### src/rbt_cfg.svh
// Constants of the registered bus transceiver
`ifndef RBT_CFG_SVH
`define RBT_CFG_SVH

// ==========================================================
// Widths and depths
`define RBT_WIDTH 16
`define RBT_HALF 8
`define RBT_FIFO_DEPTH 32
`define RBT_DIRS 2

// ==========================================================
// Control pin positions in the synchroniser vector
`define RBT_CTL_BITS 6
`define RBT_CTL_FWD_CLK 0
`define RBT_CTL_REV_CLK 1
`define RBT_CTL_FWD_CE_N 2
`define RBT_CTL_REV_CE_N 3
`define RBT_CTL_FWD_OE_N 4
`define RBT_CTL_REV_OE_N 5

// ==========================================================
// Reset values: clocks low, enables inactive (high)
`define RBT_CTL_RESET 6'h3C

`endif

### src/rbt_pkg.sv
// Types of the registered bus transceiver
`include "rbt_cfg.svh"
package rbt_pkg;
    typedef logic [`RBT_WIDTH-1:0] rbt_word_t;
    typedef logic [`RBT_CTL_BITS-1:0] rbt_ctl_t;
endpackage : rbt_pkg

### src/rbt_stream_if.sv
// Valid/ready word stream between transceiver modules
`timescale 1ns/1ps
interface rbt_stream_if #(
    parameter int W = 16
);
    logic [W-1:0] data;
    logic valid;
    logic ready;
    modport src (output data, output valid, input ready);
    modport snk (input data, input valid, output ready);
endinterface : rbt_stream_if

### src/rbt_fifo.sv
// Word FIFO with registered read data
`timescale 1ns/1ps
module rbt_fifo #(
    parameter int W = 16,
    parameter int DEPTH = 32
)
(
    input wire logic sys_clk_i,
    input wire logic rst_n_i,
    input wire logic ce_i,
    rbt_stream_if.snk wr,
    rbt_stream_if.src rd,
    output logic full_o
);
    localparam int AW = $clog2(DEPTH);

    logic [W-1:0] mem [DEPTH];
    logic [AW-1:0] wr_ptr_q;
    logic [AW-1:0] rd_ptr_q;
    logic [AW:0] count_q;
    logic [W-1:0] out_data_q;
    logic out_valid_q;
    logic push;
    logic pop;

    // ==========================================================
    // Handshakes
    assign wr.ready = (count_q != (AW+1)'(DEPTH));
    assign push = wr.valid && wr.ready;
    assign pop = (count_q != '0) && (!out_valid_q || rd.ready);
    assign rd.data = out_data_q;
    assign rd.valid = out_valid_q;

    // ==========================================================
    // Storage, no reset needed on the array
    always_ff @(posedge sys_clk_i)
    begin
        if (ce_i && push)
        begin
            mem[wr_ptr_q] <= wr.data;
        end
        if (ce_i && pop)
        begin
            out_data_q <= mem[rd_ptr_q];
        end
    end

    always_ff @(posedge sys_clk_i or negedge rst_n_i)
    begin
        if (!rst_n_i)
        begin
            wr_ptr_q <= '0;
            rd_ptr_q <= '0;
            count_q <= '0;
            out_valid_q <= 1'b0;
            full_o <= 1'b0;
        end
        else if (ce_i)
        begin
            if (push)
            begin
                wr_ptr_q <= (wr_ptr_q == AW'(DEPTH-1)) ? '0 : wr_ptr_q + 1'b1;
            end
            if (pop)
            begin
                rd_ptr_q <= (rd_ptr_q == AW'(DEPTH-1)) ? '0 : rd_ptr_q + 1'b1;
            end
            count_q <= count_q + (AW+1)'(push) - (AW+1)'(pop);
            full_o <= (count_q + (AW+1)'(push) - (AW+1)'(pop)) == (AW+1)'(DEPTH);
            if (pop)
            begin
                out_valid_q <= 1'b1;
            end
            else if (rd.ready)
            begin
                out_valid_q <= 1'b0;
            end
        end
    end
endmodule : rbt_fifo

### src/rbt_transceiver.sv
// Two-direction registered bus transceiver, 16 bits as two 8-bit halves
`timescale 1ns/1ps
`include "rbt_cfg.svh"
// Contract
// RL1 - With the forward clock enable low, a rising forward clock stores the A bus word; here a full queue drops the word instead.
// RL2 - Otherwise the forward register and the B output keep their earlier value.
// RL3 - With the forward output enable low, the forward register drives the B bus.
// RL4 - With the forward output enable high, the B drivers float whatever else happens.
// RL5 - The reverse path does the same from B to A with its own controls, independently.
// RL6 - The word is two 8-bit halves on shared controls, loading and enabling together.
// RL7 - The direction registers have no reset and read unknown until first loaded.
module rbt_transceiver
    import rbt_pkg::*;
#(
    parameter int W = `RBT_WIDTH,
    parameter int HALF = `RBT_HALF,
    parameter int DEPTH = `RBT_FIFO_DEPTH
)
(
    input wire logic sys_clk_i,
    input wire logic rst_n_i,
    input wire logic ce_i,
    input wire logic drain_stall_i,
    input wire logic fwd_clock_i,
    input wire logic rev_clock_i,
    input wire logic fwd_clock_enable_n_i,
    input wire logic rev_clock_enable_n_i,
    input wire logic fwd_output_enable_n_i,
    input wire logic rev_output_enable_n_i,
    input wire logic [W-1:0] a_i,
    output logic [W-1:0] a_o,
    output logic [W-1:0] a_oe_o,
    input wire logic [W-1:0] b_i,
    output logic [W-1:0] b_o,
    output logic [W-1:0] b_oe_o,
    output logic fwd_full_o,
    output logic rev_full_o
);
    localparam int NHALF = W / HALF;

    rbt_ctl_t ctl_meta_q;
    rbt_ctl_t ctl_sync_q;
    logic [1:0] clk_prev_q;
    logic [W-1:0] a_meta_q;
    logic [W-1:0] a_sync_q;
    logic [W-1:0] b_meta_q;
    logic [W-1:0] b_sync_q;
    logic [1:0] cap_edge;
    logic [1:0] cap_ce_n;
    logic [1:0] full;
    rbt_word_t cap_word [2];
    rbt_word_t dir_q [2];

    // ==========================================================
    // Pin synchronisers, first stage feeds only the second
    always_ff @(posedge sys_clk_i or negedge rst_n_i)
    begin
        if (!rst_n_i)
        begin
            ctl_meta_q <= `RBT_CTL_RESET;
            ctl_sync_q <= `RBT_CTL_RESET;
            clk_prev_q <= 2'h0;
        end
        else if (ce_i)
        begin
            ctl_meta_q <= {rev_output_enable_n_i, fwd_output_enable_n_i,
                           rev_clock_enable_n_i, fwd_clock_enable_n_i,
                           rev_clock_i, fwd_clock_i};
            ctl_sync_q <= ctl_meta_q;
            clk_prev_q <= {ctl_sync_q[`RBT_CTL_REV_CLK], ctl_sync_q[`RBT_CTL_FWD_CLK]};
        end
    end

    // Data rides alongside the clock so the captured word matches the edge
    always_ff @(posedge sys_clk_i)
    begin
        if (ce_i)
        begin
            a_meta_q <= a_i;
            a_sync_q <= a_meta_q;
            b_meta_q <= b_i;
            b_sync_q <= b_meta_q;
        end
    end

    // ==========================================================
    // Edge detection on the synchronised pin clocks
    assign cap_edge[0] = ctl_sync_q[`RBT_CTL_FWD_CLK] && !clk_prev_q[0];
    assign cap_edge[1] = ctl_sync_q[`RBT_CTL_REV_CLK] && !clk_prev_q[1];
    assign cap_ce_n[0] = ctl_sync_q[`RBT_CTL_FWD_CE_N];
    assign cap_ce_n[1] = ctl_sync_q[`RBT_CTL_REV_CE_N];
    assign cap_word[0] = a_sync_q;
    assign cap_word[1] = b_sync_q;

    // ==========================================================
    // One captured-word path per direction
    for (genvar d = 0; d < `RBT_DIRS; d++)
    begin : g_dir
        rbt_stream_if #(.W(W)) cap_if ();
        rbt_stream_if #(.W(W)) drn_if ();

        // A word is only offered on an enabled rising edge
        assign cap_if.valid = cap_edge[d] && !cap_ce_n[d]; // RL1 RL5
        assign cap_if.data = cap_word[d];
        // Stall lets words queue; a full queue drops the edge's word
        assign drn_if.ready = !drain_stall_i;

        rbt_fifo #(
            .W(W),
            .DEPTH(DEPTH)
        ) u_fifo (
            .sys_clk_i(sys_clk_i),
            .rst_n_i(rst_n_i),
            .ce_i(ce_i),
            .wr(cap_if),
            .rd(drn_if),
            .full_o(full[d])
        );

        // Halves share one load strobe so the word lands as a whole
        for (genvar h = 0; h < NHALF; h++)
        begin : g_half
            always_ff @(posedge sys_clk_i)
            begin
                if (ce_i && drn_if.valid && drn_if.ready) // RL1 RL2 RL6
                begin
                    dir_q[d][h*HALF +: HALF] <= drn_if.data[h*HALF +: HALF]; // RL7
                end
            end
        end
    end

    assign fwd_full_o = full[0];
    assign rev_full_o = full[1];

    // ==========================================================
    // Bus drivers: data untouched by reset, enables reset to float
    assign b_o = dir_q[0]; // RL3
    assign a_o = dir_q[1]; // RL5

    always_ff @(posedge sys_clk_i or negedge rst_n_i)
    begin
        if (!rst_n_i)
        begin
            b_oe_o <= '0;
            a_oe_o <= '0;
        end
        else if (ce_i)
        begin
            b_oe_o <= {W{!ctl_sync_q[`RBT_CTL_FWD_OE_N]}}; // RL3 RL4 RL6
            a_oe_o <= {W{!ctl_sync_q[`RBT_CTL_REV_OE_N]}}; // RL5
        end
    end
endmodule : rbt_transceiver

### config.mk
export PLATFORM = sky130hd
export DESIGN_NAME = rbt_transceiver
export DESIGN_NICKNAME = d
export VERILOG_FILES = /design/src/rbt_pkg.sv /design/src/rbt_stream_if.sv /design/src/rbt_fifo.sv /design/src/rbt_transceiver.sv
export VERILOG_INCLUDE_DIRS = /design/src
export SDC_FILE = /design/constraint.sdc
export NUM_CORES = 1
export LEC_CHECK = 0
export BUFFER_PORTS_ARGS = -buffer_cell sky130_fd_sc_hd__clkbuf_2
export CORE_AREA = 5 5 321 323
export CTS_CLUSTER_SIZE = 12
export DETAILED_ROUTE_END_ITERATION = 12
export DIE_AREA = 0 0 326 328
export SYNTH_ARGS = -nofsm -noshare
export SYNTH_HDL_FRONTEND = slang
export SYNTH_SLANG_ARGS = --single-unit
### constraint.sdc
create_clock -name sys_clk_i -period 4.7 [get_ports sys_clk_i]
set_input_delay 0.235 -clock sys_clk_i [delete_from_list [all_inputs] [get_ports sys_clk_i]]
set_output_delay 0.235 -clock sys_clk_i [all_outputs]
set_load 0.02 [all_outputs]
**Yosys cells after proc, flatten, opt, wreduce, memory -nomap -nowiden**

Memory sizes are Yosys's and may differ from the RTL's. A register that Yosys moved wholly into a read port is not among the register bits.
Index checks and enable logic that the tools add are counted.

- Output and inout bits: 66
- Memories kept: 3
- Register bits: 116
- RAM bits: 1056
- Bits of input ports: 42

Memories:

| name | words | bits a word | rd ports | clocked after Yosys merged registers in | wr ports | line | RTL |
|---|---|---|---|---|---|---|---|
| g_dir[0].u_fifo.mem | 32 | 16 | 1 | 1 | 1 | rbt_fifo.sv:17 | `logic [W-1:0] mem [DEPTH];` |
| g_dir[1].u_fifo.mem | 32 | 16 | 1 | 1 | 1 | rbt_fifo.sv:17 |  |
| dir_q | 2 | 16 | 2 | 0 | 2 | rbt_transceiver.sv:52 | `rbt_word_t dir_q [2];` |

- Add/subtract/negate cells: 8
- Reductions and logical operators: 35
- Multiplexer cells: 15
- Eq/ne operators: 10

Operators by type and width:

| kind | number |
|---|---|
| 5-bit by 1-bit adder with 5-bit output, second input constant | 4 |
| 5-bit == test, second input constant | 4 |
| 5-bit two-way mux | 4 |
| 1-bit logical AND | 16 |
| 6-bit by 1-bit adder with 6-bit output | 2 |
| 6-bit == test, second input constant | 2 |
| 6-bit != test, second input constant | 2 |
| 2-bit AND reduction | 6 |
| 6-bit nonzero test | 2 |
| 6-bit by 1-bit subtractor with 6-bit output | 2 |
| 1-bit two-way mux | 11 |
| 1-bit logical NOT | 9 |
| 2-bit by 1-bit != test with 1-bit output, second input constant | 2 |
| 1-bit logical OR | 2 |

**Depth between registers and ports, before layout**

Gate-level depths: netlist of run 1.

- Depth in word-level cells: 7
- Mapped depth: 12
- Mapped depth without buffers: 12

**Hierarchy**

Synthesis of run 1 repeated with hierarchy kept, for this count alone.

- Cells, all modules: 2295
- Area total of the unflattened synthesis: 46575.9 um^2

By module, submodules not included:

| module | area an instance (um^2) | instances | cells an instance |
|---|---|---|---|
| rbt_fifo (g_dir[0].u_fifo) | 21415.5 | 1 | 1102 |
| rbt_fifo (g_dir[1].u_fifo) | 21369.2 | 1 | 1026 |
| rbt_transceiver | 3791.1 | 1 | 167 |

**Least setup slack after synthesis of run 1**

OpenSTA, ideal clock, no wires.

- Path type: reg-to-reg
- Start: register g_dir[1].u_fifo.count_q[2]
- End: register g_dir[1].u_fifo.full_o
- Path buffers: 0
- Arrival: 2.893 ns
- Data required time: 4.590 ns
- Period minus slack after synthesis: 3.003 ns
- Cell stages (with the launch flop): 12
- Slack: 1.697 ns
- Cell sequence: dfrtp_1 -> inv_1 -> ha_1 -> nor3b_1 -> a22oi_1 -> ha_1 -> inv_1 -> ha_1 -> fa_1 -> xnor2_1 -> or4b_2 -> o41ai_1

RTL lines:

| item | line | RTL |
|---|---|---|
| start, declared | rbt_fifo.sv:20 | `logic [AW:0] count_q;` |
| start signal, assigned | rbt_fifo.sv:68 | `count_q <= count_q + (AW+1)'(push) - (AW+1)'(pop);` |
| 6-bit nonzero test | rbt_fifo.sv:30 | `assign pop = (count_q != '0) && (!out_valid_q \|\| rd.ready);` |
| 1-bit logical AND | rbt_fifo.sv:30 |  |
| net g_dir[1].u_fifo.pop | rbt_fifo.sv:24 | `logic pop;` |
| 6-bit by 1-bit subtractor with 6-bit output | rbt_fifo.sv:69 | `full_o <= (count_q + (AW+1)'(push) - (AW+1)'(pop)) == (AW+1)'(DEPTH);` |
| 6-bit == test | rbt_fifo.sv:69 |  |
| end signal, assigned | rbt_fifo.sv:69 |  |
| end, declared | rbt_fifo.sv:13 | `output logic full_o` |

The timed path passes the listed nets, and every way through them passes these cells.
A chain may end at the register's enable or synchronous reset.

**Worst setup path after layout of run 1**

Same ends and word-level chain as after synthesis.

==> results.txt, run 1 <==
Status - finished clean
Antenna Nets Post-Route - 0
Top_reg_cell synth - edfxtp_1
# DRC - 0
Top achievable clock speed - 0.3029 GHz
Critical Path RT - 5.28 ns
Reg power frac - 0.464
DP HPWL - 60230 um
DIE AREA - 0.1069 mm^2
Placed cell count - 3658
Die width - 326 um
CTS Buf Count - 120
Post-synth EDFFs - 1152
Initial antenna violation count - 1
Slew Limit Fails - 0
Worst slew margin - 0.1512
Power share of the combinational group - 0.218
Yosys warnings - 0
P&R area growth vs syn - 13.32%
Max IR drop VDD - 327.6 uV
Non-filler cells, final - 3903
Worst slew pin tran - 1.273 ns
Wirelength per Cell - 26.40 um
# clock sinks - 1204
Vias - 22400
Seq cells post-synth - 1204
Clock skew - 0.05418 ns
Clk root buf - clkbuf_16
Core area - 0.09957 mm^2
Worst setup SP type - flip-flop
Sw frac - 0.2844
Total congestion overflow - 0
Hold Vio Cnt, Final - 0
Postcts setup bufs - 0
Setup TNS - 0 ns
CP Capture Type - flip-flop
Library cells used by synthesis - 64
Antenna Diode Count - 0
TritonCTS clock tree - built
Critical path arrival - 3.88 ns
Final nets - 2597
Drt first pass iters - 5
Max-cap violations - 0
Syn nets - 2374
Final setup viols - 0
Worst skew pair latency - 0.71 ns
Vias in the first global route - 23270
Gpl congestion - 0.7687
Largest net degree at the start of global routing - 95
Syn Inst Count - 2298
Synth async-reset ratio - 0.04319
Clock Power Share - 0.318
Hold Path Class - input pin to flip-flop
Final design area excluding fillers - 0.05254 mm^2
Max Buffers Root-to-Sink - 3
Site row count - 116
Starting DRT DRC Count - 1849
Mean post-synth cell area - 20.18 um^2
RSZ-0062 raised after global routing - no
Synthesized cell area - 0.04637 mm^2
Final WL - 103000 um
H-tree depth - 3
First-pass GRT wire length - 153400 um
Period utilization - 0.7024
PwrDens - 537.1 mW/mm^2
Net Sw Power - 8.027 mW
Die height - 328 um
Via/cell ratio - 5.738
Register area share after synthesis - 0.7743
GR Util All Layers - 0.1922
Initial Utilization - 0.4657
Leakage - 17.44 nW
Fraction of final layout cells with drive strength greater than 1 - 0.2192
Port Buffers - 107
Filler cells - 7789
Top Ports - 108
Crit Path Category - flip-flop to flip-flop
Crit path max fanout - 4
Placed Area - 0.04849 mm^2
Reg clk slew, reported paths - 0.06 ns
Internal - 20.19 mW
Minimum clock period after layout - 3.301 ns
[state kept, by name, summed over array words and instances (netlist names)]
signal,cells
b_oe_o,1
g_dir.u_fifo.rd.data,32
g_dir.u_fifo.wr_ptr_q,10
dir_q,32
b_meta_q,16
g_dir.u_fifo.full_o,2
clk_prev_q,2
g_dir.u_fifo.rd.valid,2
ctl_meta_q,6
ctl_sync_q,6
g_dir.u_fifo.mem,1024
a_sync_q,16
a_meta_q,16
g_dir.u_fifo.count_q,12
b_sync_q,16
a_oe_o,1
g_dir.u_fifo.rd_ptr_q,10
[repair_timing]
action,in CTS,in global routing
hold buffers,39,0
hold endpoints to repair,82,0
gates resized for setup,0,0
[placed cells by master (no fill, tap or decap), types with 17 or more instances in the layout]
cell / count
clkbuf_2: 106
nand3_1: 44
nor2_1: 81
a22oi_1: 113
dfrtp_1: 39
mux4_2: 149
dlygate4sd3_1: 39
buf_4: 101
ha_1: 32
nand2_1: 38
a21oi_1: 37
clkbuf_1: 47
mux2i_1: 196
edfxtp_1: 1152
clkbuf_16: 122
mux2_2: 20
inv_1: 30
a22o_1: 17
[per-layer routing]
layer	routed length [um]	track usage	vias up
met5	0	0	-
met4	3054	0.05846	0
met3	5491	0.02975	161
met2	52130	0.3324	674
met1	42350	0.2544	11740
li1	-	-	9826
[stage by stage]
step / hold WS [ns] / setup WS, ns / util / power (mW)
after floorplan: -0.06059 / 1.697 / - / 17.59
after global placement: 0.4014 / 1.478 / 0.4870 / 19.39
after detailed placement: 0.4045 / 1.411 / 0.4870 / 19.51
after CTS: 0.007526 / 1.386 / 0.5277 / 28.51
after global routing: 0.04045 / 1.051 / 0.5277 / 29.39
final: 0.05307 / 1.399 / 0.5277 / 28.22
[layout make-up]
type | count | area (um^2) | share of cell area
Clock buffer | 180 | 3381 | 0.06434
Clock inverter | 26 | 280.3 | 0.005334
Inverter | 31 | 116.4 | 0.002215
Multi-Input combinational cell | 913 | 9448 | 0.1798
Sequential cell | 1204 | 35920 | 0.6835
Tap cell | 1298 | 1624 | 0.03091
Timing Repair Buffer | 251 | 1779 | 0.03386
[cells in the mapped netlist, drive strengths merged, types with 4 or more instances]
| cell | count | share of area |
|---|---|---|
| mux2 | 20 | 0.0049 |
| nor2 | 85 | 0.0069 |
| mux2i | 196 | 0.042 |
| clkbuf | 50 | 0.0043 |
| nand3b | 9 | 0.0015 |
| edfxtp | 1152 | 0.75 |
| o221ai | 16 | 0.0030 |
| dfrtp | 44 | 0.024 |
| nand2b | 6 | 0.00081 |
| nor2b | 10 | 0.0013 |
| or3b | 4 | 0.00076 |
| nand4 | 16 | 0.0022 |
| xnor2 | 6 | 0.0011 |
| and3 | 6 | 0.00081 |
| a21oi | 37 | 0.0040 |
| a221o | 4 | 0.00086 |
| o22ai | 15 | 0.0020 |
| nand2 | 38 | 0.0031 |
| inv | 31 | 0.0025 |
| a22o | 17 | 0.0032 |
| dfstp | 8 | 0.0045 |
| a2111oi | 18 | 0.0044 |
| and2 | 5 | 0.00067 |
| mux4 | 160 | 0.079 |
| nand3 | 44 | 0.0047 |
| buf | 94 | 0.014 |
| ha | 32 | 0.0086 |
| o21ai | 17 | 0.0018 |
| a22oi | 113 | 0.018 |
| nor3 | 4 | 0.00043 |
[worst paths after layout]
check,start,end,slack (ns),cells past startpoint
max,g_dir[1].u_fifo.count_q[2]$_DFFE_PN0P_,g_dir[1].u_fifo.full_o$_DFFE_PN0P_,1.40,11
min,ce_i,a_meta_q[0]$_DFFE_PP_,0.05,1
max reg2reg,g_dir[1].u_fifo.count_q[2]$_DFFE_PN0P_,g_dir[1].u_fifo.full_o$_DFFE_PN0P_,1.40,11
min reg2reg,a_meta_q[10]$_DFFE_PP_,a_sync_q[10]$_DFFE_PP_,0.42,0
max in group asynchronous,rst_n_i,g_dir[0].u_fifo.rd_ptr_q[0]$_DFFE_PN0P_,3.92,3
min in group asynchronous,rst_n_i,ctl_meta_q[0]$_DFFE_PN0P_,0.23,3
[power by group through the flow]
stage	clock network [mW]	logic [mW]	registers (mW)
2_1_floorplan	0	4.77	12.8
3_3_place_gp	0	6.07	13.3
3_5_place_dp	0	6.15	13.4
4_1_cts	9.18	6.20	13.1
5_1_grt	9.63	6.57	13.2
6_report	8.97	6.14	13.1
[worst max-delay path, cell delays in order (launching register included)]
cell and delay, ns:
dfrtp_1 0.39, inv_1 0.09, ha_1 0.15, nor3b_1 0.38, a22oi_1 0.14, ha_1 0.30, inv_1 0.04, ha_1 0.20
fa_1 0.45, xnor2_1 0.22, or4b_2 0.60, o41ai_1 0.24
[cells by family (layout without fill, tap and decap cells)]
group | count (synthesis) | count (layout) | synth area share
DFF | 1204 | 1204 | 0.7743
AOI/OAI and AO/OA | 252 | 252 | 0.04026
adders and majority gates | 34 | 34 | 0.009498
muxes | 376 | 376 | 0.1258
and+or+nand+nor | 245 | 245 | 0.02631
xor gates and xnor gates | 6 | 6 | 0.001133
buffers and inverters | 181 | 488 | 0.02272
Note: power is estimated with default switching activity, not from simulation.
==> run 2, diff against run 1 <==
- clock period: 4.7 -> 3 ns (I/O delays scaled with it)
==> run 2 against run 1 <==
Against the previous run: via count up 0.83%; clock power up 52%; power up 59%; final cell count grew 2.2%; sequential cell count is the same; critical endpoint unchanged; count of clock-buffer cells in the layout fell by 11; sequential power up 54%; register-to-register slack worse by 1.2 ns; sequential share of layout area decreased by 0.89 points.
==> results.txt, run 2 (synthesis gave the netlist of run 1 again) <==
Critical Path RT - 3.60 ns
PwrDens - 841.1 mW/mm^2
Hold Path Class - input pin to async pin
TritonCTS clock tree - built
Sw frac - 0.2859
Worst slew pin tran - 1.263 ns
P&R area growth vs syn - 14.80%
Gpl congestion - 0.7845
Fraction of final layout cells with drive strength greater than 1 - 0.2396
Critical Path Start - g_dir[1].u_fifo.count_q[2]$_DFFE_PN0P_
Internal - 31.97 mW
Max-cap violations - 0
Worst path max stage delay - 0.55 ns
Via/cell ratio - 5.664
Final nets - 2681
Top achievable clock speed - 0.3521 GHz
Drt first pass iters - 5
R2R depth - 12
Placed cell count - 3733
DP HPWL - 61860 um
Reg clk slew, reported paths - 0.06 ns
Final setup viols - 0
# DRC - 0
Crit path max fanout - 2
Clk root buf - clkbuf_16
Site row count - 116
Wirelength per Cell - 25.81 um
Minimum clock period after layout - 2.840 ns
Die width - 326 um
Leakage - 17.85 nW
CTS Buf Count - 121
Setup crit end - g_dir[1].u_fifo.full_o$_DFFE_PN0P_
Clock skew - 0.02171 ns
CP cell instances - inv_1, ha_1, nor3b_4, a22oi_1, ha_1, inv_1, ha_2, buf_4, nand3_1, and4_1, or4_4, o41ai_4
Worst slew margin - 0.1578
Initial antenna violation count - 0
Antenna Nets Post-Route - 0
Critical path arrival - 3.44 ns
Port Buffers - 107
Vias in the first global route - 23870
Reg power frac - 0.451
Largest net degree at the start of global routing - 74
# clock sinks - 1204
Placed Area - 0.04920 mm^2
Die height - 328 um
Power share of the combinational group - 0.246
Slew Limit Fails - 0
Net Sw Power - 12.80 mW
Total congestion overflow - 0
Worst setup SP type - flip-flop
Reg-to-reg endpoint - g_dir[1].u_fifo.full_o$_DFFE_PN0P_
Final design area excluding fillers - 0.05323 mm^2
Final WL - 102900 um
Status - finished clean
Worst skew pair latency - 0.70 ns
Clock Power Share - 0.303
DIE AREA - 0.1069 mm^2
Top Ports - 108
Vias - 22580
Max IR drop VDD - 612.4 uV
R2R setup slack - 0.16 ns
Hold Vio Cnt, Final - 0
Commonest non-fill, non-tap cell in the layout - edfxtp_1
First-pass GRT wire length - 154600 um
Commonest non-fill, non-tap cells in the layout - edfxtp_1, mux2i_1, buf_4
Total power - 44.78 mW
Non-filler cells, final - 3987
Crit Path Category - flip-flop to flip-flop
Initial Utilization - 0.4657
Top reg by flops - g_dir.u_fifo.mem
Core area - 0.09957 mm^2
Max FFs per register - 1024
H-tree depth - 3
Max Buffers Root-to-Sink - 3
Critical-path cell with the highest stage delay - or4_4
GR Util All Layers - 0.1935
Starting DRT DRC Count - 1759
Period utilization - 0.9467
Launching point of the worst reg2reg path - g_dir[1].u_fifo.count_q[2]$_DFFE_PN0P_
CP Capture Type - flip-flop
[run 2: cell types whose count changed in the layout (fill, tap and decap cells not counted), moves of 2 or more]
cell           before  now
dlygate4sd3_1      39   42
buf_12              5   17
clkbuf_1           47   42
clkinv_1            5   21
clkbuf_8           11    6
bufinv_16           4    1
buf_4             101  169
nor2b_4             2    0
[run 2: critical path: cells and delay by family (launching register included)]
kind	cells	cell delay, ns
and+or+nand+nor	4	1.08
DFF	1	0.38
AOI/OAI and AO/OA	2	0.37
adders and majority gates	3	0.65
buffers and inverters	3	0.27
[run 2: cell type report]
| class | count | area (um^2) |
|---|---|---|
| diodes | 1 | 2.502 |
| flip-flops and latches | 1204 | 35910 |
| clock buffers | 169 | 3268 |
| inverters | 31 | 116.4 |
| multi-input cells | 913 | 9503 |
| repair buffers | 334 | 2560 |
| clock inverters | 37 | 245.2 |
| fillers | 7766 | 46330 |
| well taps | 1298 | 1624 |
[run 2: power by group through the flow]
stage,Sequential [mW],Combinational [mW],Clock (mW)
6_report,20.2,11.0,13.6
5_1_grt,20.3,11.9,14.6
4_1_cts,20.2,11.0,13.9
3_5_place_dp,20.6,10.9,0
3_3_place_gp,20.5,10.7,0
2_1_floorplan,20.1,7.48,0
[run 2: per-stage QoR]
stage | setup slack [ns] | hold WS [ns] | setup TNS, ns | utilization
after floorplan | 0.1229 | -0.1456 | 0 | -
after global placement | 0.009735 | 0.1720 | 0 | 0.4941
after detailed placement | -0.2100 | 0.1871 | -0.2100 | 0.4941
after CTS | 0.04657 | 0.05988 | 0 | 0.5342
after global routing | -0.01076 | 0.09525 | -0.01076 | 0.5346
final | 0.1600 | 0.07855 | 0 | 0.5347
[run 2: worst min-delay path by stage]
stage / end / depth (start not counted) / startpoint / slack (ns)
5_1_grt: ctl_sync_q[3]$_DFFE_PN1P_ / 2 / rst_n_i / 0.1
3_5_place_dp: ctl_meta_q[0]$_DFFE_PN0P_ / 1 / rst_n_i / 0.19
6_report: ctl_sync_q[3]$_DFFE_PN1P_ / 2 / rst_n_i / 0.08
4_1_cts: ctl_meta_q[4]$_DFFE_PN1P_ / 2 / rst_n_i / 0.06
3_3_place_gp: ctl_meta_q[0]$_DFFE_PN0P_ / 1 / rst_n_i / 0.17
2_1_floorplan: a_oe_o[0]$_DFFE_PN0P_ / 0 / rst_n_i / -0.15
[run 2: layer usage]
| metal | global-route usage | wire [um] | up-vias |
|---|---|---|---|
| met2 | 0.3351 | 52720 | 580 |
| met3 | 0.02589 | 4536 | 162 |
| met4 | 0.06533 | 3467 | 0 |
| li1 | - | - | 9998 |
| met1 | 0.2555 | 42160 | 11840 |
| met5 | 0 | 0 | - |
[run 2: what timing repair did]
| item | in CTS | in global routing |
|---|---|---|
| pin swaps | 2 | 4 |
| endpoints found under the hold margin | 83 | 0 |
| setup buffers | 4 | 1 |
| endpoints found under the setup margin | 1 | 2 |
| gates resized for setup | 6 | 5 |
| hold buffers | 42 | 0 |
| gates cloned | 0 | 0 |
==> run 3, diff against run 2 <==
==> constraint.sdc (replaced) <==
create_clock -name sys_clk_i -period 3 [get_ports sys_clk_i]
set_input_delay 0.6 -clock sys_clk_i [delete_from_list [all_inputs] [get_ports sys_clk_i]]
set_output_delay 0.6 -clock sys_clk_i [all_outputs]
set_load 0.02 [all_outputs]
==> run 3 against run 2 <==
Against the previous run: power up 1.1%; non-clock buffer count down 44; hold slack worse by 0.025 ns; sequential power about the same; register-to-register slack worse by 0.13 ns; design area down 0.42%; critical path type unchanged; highest routed layer is now met5.
==> results.txt, run 3 (synthesis gave the netlist of run 1 again) <==
# clock sinks - 1204
Top Ports - 108
Via/cell ratio - 5.688
Gpl congestion - 0.7773
First-pass GRT wire length - 154200 um
CTS Buf Count - 121
Vias in the first global route - 23410
Setup TNS - 0 ns
Clock skew - 0.04500 ns
Initial antenna violation count - 2
Drt first pass iters - 5
Max FFs per register - 1024
Status - finished clean
Crit path max fanout - 3
Hold Path Class - input pin to flip-flop
Final setup viols - 0
Commonest non-fill, non-tap cell in the layout - edfxtp_1
Minimum clock period after layout - 2.967 ns
Final WL - 103800 um
Antenna Nets Post-Route - 0
DP HPWL - 61720 um
Reg clk slew, reported paths - 0.06 ns
Register area - 0.03591 mm^2
Vias - 22440
Max-cap violations - 0
TritonCTS clock tree - built
Max IR drop VDD - 552.0 uV
Worst skew pair latency - 0.73 ns
Die height - 328 um
Core area - 0.09957 mm^2
Total power - 45.29 mW
Reg-to-reg endpoint - g_dir[1].u_fifo.full_o$_DFFE_PN0P_
Largest net degree at the start of global routing - 67
Worst slew margin - 0.1103
GR Util All Layers - 0.1932
Crit Path Category - flip-flop to flip-flop
Worst slew pin tran - 1.335 ns
R2R depth - 8
Final design area excluding fillers - 0.05301 mm^2
Non-filler cells, final - 3945
Fin util - 0.5324
Initial Utilization - 0.4657
Critical path arrival - 3.55 ns
DP Worst Slack - -0.08252 ns
H-tree depth - 3
Launching point of the worst reg2reg path - g_dir[1].u_fifo.count_q[3]$_DFFE_PN0P_
Period utilization - 0.9890
Slew Limit Fails - 0
PwrDens - 854.3 mW/mm^2
Placed Area - 0.04916 mm^2
Site row count - 116
Top reg by flops - g_dir.u_fifo.mem
Leakage - 17.74 nW
# DRC - 0
Setup ws final - 0.03297 ns
Placed cell count - 3731
Hold Vio Cnt, Final - 0
CP Capture Type - flip-flop
Worst hold slack - 0.05326 ns
Max Buffers Root-to-Sink - 3
DIE AREA - 0.1069 mm^2
Top achievable clock speed - 0.3370 GHz
Antenna Diode Count - 0
Total congestion overflow - 0
Starting DRT DRC Count - 1897
Die width - 326 um
Multi-input gate area - 0.009493 mm^2
Commonest non-fill, non-tap cells in the layout - edfxtp_1, mux2i_1, buf_4
Fraction of final layout cells with drive strength greater than 1 - 0.2471
R2R setup slack - 0.03 ns
Port Buffers - 107
Clk root buf - clkbuf_16
Critical Path RT - 3.59 ns
Critical Path Start - g_dir[1].u_fifo.count_q[3]$_DFFE_PN0P_
Final nets - 2637
Setup crit end - g_dir[1].u_fifo.full_o$_DFFE_PN0P_
P&R area growth vs syn - 14.33%
Filler cells - 7746
Wirelength per Cell - 26.32 um
Worst setup SP type - flip-flop
==> run 3: changes by cell type in the layout (fill, tap and decap cells not counted), sizes merged <==
| cell | previous run | this run |
|---|---|---|
| dlygate4sd3 | 42 | 1 |
| clkinv | 32 | 26 |
| bufinv | 1 | 5 |
| clkbuf | 275 | 279 |
| buf | 186 | 183 |
| clkinvlp | 1 | 3 |
| diode | 1 | 0 |
| inv | 34 | 33 |
==> run 3: how the worst min path moves through the flow <==
| stage | start | cells after the start | to | slack [ns] |
|---|---|---|---|---|
| after floorplan | rst_n_i | 0 | a_oe_o[0]$_DFFE_PN0P_ | 0.30 |
| after global routing | b_i[0] | 1 | b_meta_q[0]$_DFFE_PP_ | 0.02 |
| after CTS | a_i[8] | 1 | a_meta_q[8]$_DFFE_PP_ | 0.0006 |
| after detailed placement | a_meta_q[3]$_DFFE_PP_ | 0 | a_sync_q[3]$_DFFE_PP_ | 0.40 |
| after global placement | b_meta_q[10]$_DFFE_PP_ | 0 | b_sync_q[10]$_DFFE_PP_ | 0.40 |
| final | a_i[8] | 1 | a_meta_q[8]$_DFFE_PP_ | 0.05 |
==> run 3: worst max-delay path, cell delays in order (launching register included) <==
cell and delay, ns:
dfrtp_1 0.37, inv_2 0.06, ha_4 0.15, nor3b_4 0.15, a2111oi_1 0.66, ha_4 0.24
fa_2 0.45, or4b_4 0.50, o41ai_2 0.27
==> run 3: where the power goes <==
part	total, mW	internal [mW]	leakage (nW)	switching [mW]
Sequential	20.1	19.3	11.0	0.760
Combinational	10.9	4.86	4.91	6.01
Clock	14.3	8.13	1.80	6.19
Total	45.3	32.3	17.7	13.0
==> run 3: routing by layer <==
layer	global-route usage	wire length, um	up-vias	part of all wire
li1	-	-	9911	-
met1	0.2553	42440	11790	0.41
met2	0.3314	53120	593	0.51
met3	0.03313	5281	142	0.051
met4	0.06044	2986	2	0.029
met5	0	13	-	0.00013
==> run 3: timing repair <==
action | 4_1_cts | 5_1_grt
pin swaps | 0 | 5
gates cloned | 0 | 0
endpoints found under the setup margin | 1 | 1
gates resized for setup | 3 | 10
setup buffers | 0 | 3
endpoints found under the hold margin | 45 | 0
hold buffers | 1 | 0
==> run 3: cell type report <==
class,instances,share of cell area
clock inverters,36,0.007482
clock buffers,173,0.06311
inverters,31,0.002195
repair buffers,290,0.04003
flip-flops and latches,1204,0.6775
well taps,1298,0.03064
multi-input cells,913,0.1791
